### src/rtl/cal_dac_pkg.sv
// Purpose: constants and carrier types of the calibration DAC control register
// Assumes: 24-bit register words, 6-bit register addresses, core clock of 40 MHz
// Notes:   shared by the register block and whoever instantiates it
package cal_dac_pkg;

  localparam int unsigned        WORD_W       = 24;
  localparam int unsigned        ADDR_W       = 6;
  localparam int unsigned        CODE_W       = 10;
  localparam logic [ADDR_W-1:0]  CAL_ADDR     = 6'h09;
  localparam logic [WORD_W-1:0]  CAL_RESET    = 24'h002000;
  localparam logic [WORD_W-1:0]  CAL_WMASK    = 24'h003FFF;
  localparam int unsigned        CHOP_BIT     = 13;
  localparam int unsigned        MODE_BIT     = 12;
  localparam int unsigned        INT_BIT      = 11;
  localparam int unsigned        EN_BIT       = 10;
  localparam int unsigned        CODE_LSB     = 0;
  localparam int unsigned        RSVD_LSB     = 14;

  // timing
  localparam int unsigned        CLK_HZ       = 40000000;
  localparam int unsigned        CHOP_HZ      = 256000;
  localparam int unsigned        CHOP_HALF    = CLK_HZ / (2 * CHOP_HZ);
  localparam int unsigned        CHOP_CNT_W   = 7;
  localparam int unsigned        SCLK_TAIL    = 4;

  typedef enum logic {
    ST_IDLE = 1'b0,
    ST_WAIT = 1'b1
  } upd_state_e;

  typedef struct packed {
    logic              dac_power;
    logic              pin_connect;
    logic              internal_route;
    logic              ext_switch_open;
    logic              acq_enable;
    logic              ac_leadoff_off;
    logic              chop_clk;
    logic [CODE_W-1:0] dac_code;
  } cal_ctrl_s;

endpackage

### src/rtl/cal_dac_ctrl.sv
// Purpose: calibration DAC control register and the controls derived from it
// Assumes: register strobes come from the serial core on core_clk_i; sclk_i is the raw pin
// Notes:   a written word reaches the analog side only after four further serial clocks
`timescale 1ns/10ps

module cal_dac_ctrl #(
  parameter int unsigned TAIL_EDGES = cal_dac_pkg::SCLK_TAIL
) (
  input  wire logic                           core_clk_i,
  input  wire logic                           rst_i,
  input  wire logic                           wr_en_i,
  input  wire logic                           rd_en_i,
  input  wire logic [cal_dac_pkg::ADDR_W-1:0] addr_i,
  input  wire logic [cal_dac_pkg::WORD_W-1:0] wdata_i,
  input  wire logic                           gang_slave_i,
  input  wire logic                           sclk_i,
  output logic      [cal_dac_pkg::WORD_W-1:0] rdata_o,
  output logic                                update_busy_o,
  output cal_dac_pkg::cal_ctrl_s              ctrl_o
);
  import cal_dac_pkg::*;

  // the tail counter is three bits wide
  if (TAIL_EDGES < 1 || TAIL_EDGES > 7) begin : g_tail_check
    $error("TAIL_EDGES must lie in 1..7");
  end

  // ----------------------------------------------------------------
  // register word and read port
  // ----------------------------------------------------------------
  logic [WORD_W-1:0] cfg_q;
  logic [WORD_W-1:0] cfg_d;
  logic [WORD_W-1:0] rdata_q;
  logic [WORD_W-1:0] rdata_d;
  logic              wr_hit;

  assign wr_hit = wr_en_i && (addr_i == CAL_ADDR);

  always_comb begin
    cfg_d   = cfg_q;
    rdata_d = '0;
    if (wr_hit) begin
      cfg_d = wdata_i & CAL_WMASK;
    end
    if (rd_en_i && (addr_i == CAL_ADDR)) begin
      rdata_d = cfg_q & CAL_WMASK;
    end
  end

  always_ff @(posedge core_clk_i or posedge rst_i) begin
    if (rst_i) begin
      cfg_q   <= CAL_RESET;
      rdata_q <= '0;
    end else begin
      cfg_q   <= cfg_d;
      rdata_q <= rdata_d;
    end
  end

  // ----------------------------------------------------------------
  // serial clock pin sampling
  // ----------------------------------------------------------------
  // third stage must agree with the second before a level counts
  logic sclk_s1_q;
  logic sclk_s2_q;
  logic sclk_s3_q;
  logic sclk_lvl_q;
  logic sclk_lvl_d;
  logic sclk_rise;

  always_comb begin
    sclk_lvl_d = sclk_lvl_q;
    if (sclk_s2_q == sclk_s3_q) begin
      sclk_lvl_d = sclk_s3_q;
    end
  end

  assign sclk_rise = sclk_lvl_d && !sclk_lvl_q;

  always_ff @(posedge core_clk_i or posedge rst_i) begin
    if (rst_i) begin
      sclk_s1_q  <= 1'b0;
      sclk_s2_q  <= 1'b0;
      sclk_s3_q  <= 1'b0;
      sclk_lvl_q <= 1'b0;
    end else begin
      sclk_s1_q  <= sclk_i;
      sclk_s2_q  <= sclk_s1_q;
      sclk_s3_q  <= sclk_s2_q;
      sclk_lvl_q <= sclk_lvl_d;
    end
  end

  // ----------------------------------------------------------------
  // deferred update of the applied word
  // ----------------------------------------------------------------
  // the analog side sees only the applied copy; a write during the wait restarts it
  upd_state_e       st_q;
  upd_state_e       st_d;
  logic [2:0]       edge_q;
  logic [2:0]       edge_d;
  logic [WORD_W-1:0] act_q;
  logic [WORD_W-1:0] act_d;

  always_comb begin
    st_d   = st_q;
    edge_d = edge_q;
    act_d  = act_q;
    case (st_q)
      ST_IDLE: begin
        if (wr_hit) begin
          st_d   = ST_WAIT;
          edge_d = '0;
        end
      end
      ST_WAIT: begin
        if (wr_hit) begin
          edge_d = '0;
        end else if (sclk_rise) begin
          if (edge_q == 3'(TAIL_EDGES - 1)) begin
            act_d = cfg_q;
            st_d  = ST_IDLE;
          end else begin
            edge_d = edge_q + 3'd1;
          end
        end
      end
      default: begin
        st_d = ST_IDLE;
      end
    endcase
  end

  always_ff @(posedge core_clk_i or posedge rst_i) begin
    if (rst_i) begin
      st_q   <= ST_IDLE;
      edge_q <= '0;
      act_q  <= CAL_RESET;
    end else begin
      st_q   <= st_d;
      edge_q <= edge_d;
      act_q  <= act_d;
    end
  end

  // ----------------------------------------------------------------
  // chop clock and derived controls
  // ----------------------------------------------------------------
  logic [CHOP_CNT_W-1:0] chop_cnt_q;
  logic [CHOP_CNT_W-1:0] chop_cnt_d;
  cal_ctrl_s             ctrl_q;
  cal_ctrl_s             ctrl_d;
  logic                  dac_on;

  // slave leaves its pin to the master's DAC
  assign dac_on = act_q[EN_BIT] && !gang_slave_i;

  always_comb begin
    chop_cnt_d = chop_cnt_q;
    ctrl_d     = ctrl_q;
    if (!act_q[CHOP_BIT]) begin
      chop_cnt_d       = '0;
      ctrl_d.chop_clk  = 1'b0;
    end else if (chop_cnt_q == CHOP_CNT_W'(CHOP_HALF - 1)) begin
      chop_cnt_d       = '0;
      ctrl_d.chop_clk  = !ctrl_q.chop_clk;
    end else begin
      chop_cnt_d       = chop_cnt_q + CHOP_CNT_W'(1);
    end
    ctrl_d.dac_power       = dac_on;
    ctrl_d.pin_connect     = act_q[MODE_BIT] || (dac_on && !act_q[MODE_BIT]);
    ctrl_d.internal_route  = act_q[MODE_BIT] && act_q[INT_BIT];
    ctrl_d.ext_switch_open = act_q[MODE_BIT] && act_q[INT_BIT];
    ctrl_d.acq_enable      = act_q[MODE_BIT];
    ctrl_d.ac_leadoff_off  = dac_on;
    ctrl_d.dac_code        = act_q[CODE_LSB +: CODE_W];
  end

  always_ff @(posedge core_clk_i or posedge rst_i) begin
    if (rst_i) begin
      chop_cnt_q <= '0;
      ctrl_q     <= '0;
    end else begin
      chop_cnt_q <= chop_cnt_d;
      ctrl_q     <= ctrl_d;
    end
  end

  always_ff @(posedge core_clk_i or posedge rst_i) begin
    if (rst_i) begin
      update_busy_o <= 1'b0;
    end else begin
      update_busy_o <= (st_d == ST_WAIT);
    end
  end

  assign rdata_o = rdata_q;
  assign ctrl_o  = ctrl_q;
endmodule

### config.mk
export PLATFORM = sky130hd
export DESIGN_NAME = cal_dac_ctrl
export DESIGN_NICKNAME = d
export VERILOG_FILES = /design/src/rtl/cal_dac_pkg.sv /design/src/rtl/cal_dac_ctrl.sv
export SDC_FILE = /design/constraint.sdc
export NUM_CORES = 1
export LEC_CHECK = 0
export ABC_AREA = 1
export BUFFER_PORTS_ARGS = -buffer_cell sky130_fd_sc_hd__buf_2
export CAP_MARGIN = 20
export CORE_MARGIN = 2
export CORE_UTILIZATION = 55
export CTS_BUF_LIST = sky130_fd_sc_hd__clkbuf_4 sky130_fd_sc_hd__clkbuf_8
export CTS_CLUSTER_DIAMETER = 40
export DETAILED_ROUTE_END_ITERATION = 10
export PLACE_DENSITY = 0.83
export SETUP_SLACK_MARGIN = 0.2
export SKIP_CTS_REPAIR_TIMING = 1
export SLEW_MARGIN = 40
export SYNTH_ARGS = -nofsm -noshare
export SYNTH_HDL_FRONTEND = slang
export SYNTH_SLANG_ARGS = --single-unit
### constraint.sdc
create_clock -name core_clk_i -period 4.8 [get_ports core_clk_i]
set_input_delay 0 -clock core_clk_i [delete_from_list [all_inputs] [get_ports core_clk_i]]
set_output_delay 0 -clock core_clk_i [all_outputs]
set_load 0.05 [all_outputs]
==> results_dict.tcl <==
set metrics [dict create \
    status "finished, final reports clean" \
    hold_class "input pin to async pin" \
    synth_xor_xnor_area_share_pct 0.902 \
    synth-seq-cells 72 \
    switching_share_pct 31.1 \
    rsz0062_at_grt "false" \
    arrival_ns 1.89 \
    syn_inst 284 \
    antenna_found_initial 0 \
    coreArea_um2 5110 \
    finalHoldWorstSlack_ns 0.281 \
    diodes 0 \
    min_period_over_period_pct 35.0 \
    worstSetupPathType "flop to flop" \
    hold_viol 0 \
    ff2ff_setup_slack_ns 3.12 \
    wl_mm 5.02 \
    h-tree-depth 3 \
    drv_slew 0 \
    crit_required_ns 5.01 \
    synth_top_area_share_pct 60.1 \
    p_sw_uw 435 \
    setup_viol 0 \
    gr-total-overflow 0 \
    cp_top_family "simple AND/OR/NAND/NOR gates" \
    grt_max_degree 51 \
    die_area_um2 5890 \
    tightest_slew_ns 0.573 \
    synth_mux_area_share_pct 0 \
    critPathLaunchType "flop" \
    max_clock_freq_mhz 595 \
    rows 26 \
    root_buffer "clkbuf_8" \
    synth.top_cells.by_area "dfrtp_1 60%, nand2_1 7.6%, inv_1 6.1%, nor2_1 3.6%, nand3_2 3.4%" \
    p_total_uw 1400 \
    seq_area_um2 1800 \
    drc 0 \
    yosys_warnings 0 \
    dp_hpwl_mm 3.42 \
    p_leak_uw 0.00196 \
    synth_compound_area_share_pct 2.62 \
    die_h_um 76.8 \
    fillers 393 \
    startpoint "edge_q[0]" \
    vias 1962 \
    fin_nets 400 \
    wire_per_inst_um 11.5 \
    cap_violations 0 \
    grt_pass1_vias 1832 \
    cts.sinks 72 \
    dr.pass1.iters 4 \
    ys_types 26 \
    instances_no_fill 435 \
    multiInputGateArea_um2 808 \
    place.gp.congestion 0.748 \
    min_period_ns 1.68 \
    clkPwrFrac_pct 29.4 \
    slew_headroom_pct 61.7 \
    critPathSlowestCell "dfrtp_1" \
    end_kind "flop" \
    area_growth_pct 21.3 \
    power.internal_uw 964 \
    portBuffers 57 \
    drtIter0Drc 122 \
    setup_tns_ns 0 \
    vias_per_cell 4.51 \
    grt_pass1_wl_mm 8.20 \
    cellPowerDensity_nw_per_um2 396 \
    cts_tree "done" \
    synth_top_family_by_area "simple AND/OR/NAND/NOR gates" \
    cts_max_path_buffers 2 \
    clk_latency_ns 0.33 \
    ioPinCount 78 \
    slowest_delay_ns 0.38 \
    path_cells "ha_1, ha_1, nand4_4, nor2_8, nand2_4, nand2_1, nand2_1" \
    setup_ws_ns 3.12 \
    die_w_um 76.8 \
    cts_buffers 9 \
    power_frac_seq_pct 52.0 \
    gr-usage-all-layers_pct 17.9 \
    synthAdderAreaFrac_pct 2.06 \
    path_buf_inv 0 \
    r2r-start "edge_q[0]" \
    drive_above_1_share_pct 26.0 \
    dpl.cell_count 402 \
    yosysTopAreaCell "dfrtp_1" \
    dp_slack_ns 3.12 \
    vdd_drop_max_uv 276 \
    crit_fanout 15 \
    pwr-share-comb_pct 18.6 \
    floorplan.initialDensity_pct 57.0 \
    clkSlewWorstSetupHoldPaths_ns 0.07 \
    finalClockSkew_ns 0.00825 \
    seq_area_frac_synth_pct 61.9 \
    antenna_left 0 \
    synth_area_um2 2910 \
    yosys.area_share.simple_pct 20.9 \
    syn-mean-instance-area_um2 10.3 \
]
==> Yosys cell counts <==
library cell and number:
dfrtp_1 70, nand2_1 59, inv_1 47, nor2_1 28, nand3_1 15, o21ai_0 14
buf_4 13, nand3_2 10, buf_6 4, ha_1 4, buf_2 2, dfstp_2 2
nand4_1 2, xor2_1 2, a31oi_1 1, clkbuf_2 1, conb_1 1, maj3_1 1
nand2_2 1, nand2_4 1, nand3_4 1, nand4_4 1, nor2_4 1, nor2_8 1
or2_2 1, xnor2_1 1
==> cells in the final DEF, fill, tap and decap left out, types with 2 or more instances in the layout <==
cell type      Yosys  final
nand4_1            2      2
conb_1             1     10
inv_1             47     46
ha_1               4      4
nand3_2           10     10
clkbuf_4           0      2
dfrtp_1           70     70
dfstp_2            2      2
clkbuf_8           0     10
nand2_1           59     59
xor2_1             2      2
dlygate4sd3_1      0     17
buf_2              2     57
clkinv_2           0      4
nand3_1           15     15
nor2_1            28     28
o21ai_0           14     14
==> metrics by stage <==
step	instance area (um^2)	util (%)
2_1_floorplan	2950	-
3_3_place_gp	3170	62.1
3_5_place_dp	3190	62.4
4_1_cts	3360	65.8
5_1_grt	3530	69.2
6_report	3530	69.2
==> worst paths after layout <==
kind                         endpoint  cells past startpoint
min                         ctrl_o[1]                      4
max                         act_q[12]                      7
min reg2reg                 sclk_s2_q                      0
min in group core_clk_i    rdata_o[5]                      3
max reg2reg                 act_q[12]                      7
max in group asynchronous  ctrl_o[13]                      5
==> tightest hold or removal path, delay by kind of cell <==
kind / cells / cell delay (ns)
buf+inv: 4 / 1.01
==> logic make-up (layout without fill, tap and decap cells) <==
logic type	count (synthesis)	in the layout
fa+ha+maj	5	5
simple gates	121	121
flops	72	72
buf+inv	67	139
xor+xnor	3	3
other cells	1	10
compound gates	15	15
==> per-layer routing <==
metal	part of all wire (%)	track usage (%)
met1	45	23.5
met2	48	28.1
met3	5.4	6.12
met4	0.84	6.00
met5	0	0
==> final cells by class <==
cell class	instances	area share (%)
Inverter	47	4.99
Clock buffer	12	4.32
Timing Repair Buffer	76	13.7
Sequential cell	72	51.1
Tap cell	70	2.48
Clock inverter	4	0.567
Multi-Input combinational cell	154	22.9
==> power by group through the flow <==
stage / clock, uW / sequential [uW] / combinational (uW)
2_1_floorplan: 0 / 805 / 125
6_report: 412 / 727 / 260
3_3_place_gp: 0 / 733 / 239
3_5_place_dp: 0 / 739 / 252
5_1_grt: 445 / 737 / 290
4_1_cts: 422 / 728 / 253
==> flip-flops by register name (all words and copies together) (netlist names), 3 cells and up <==
signal,flops
chop_cnt_q,7
act_q,14
ctrl_o,15
cfg_q,14
edge_q,3
rdata_o,14
(Power assumes the default switching activity.)
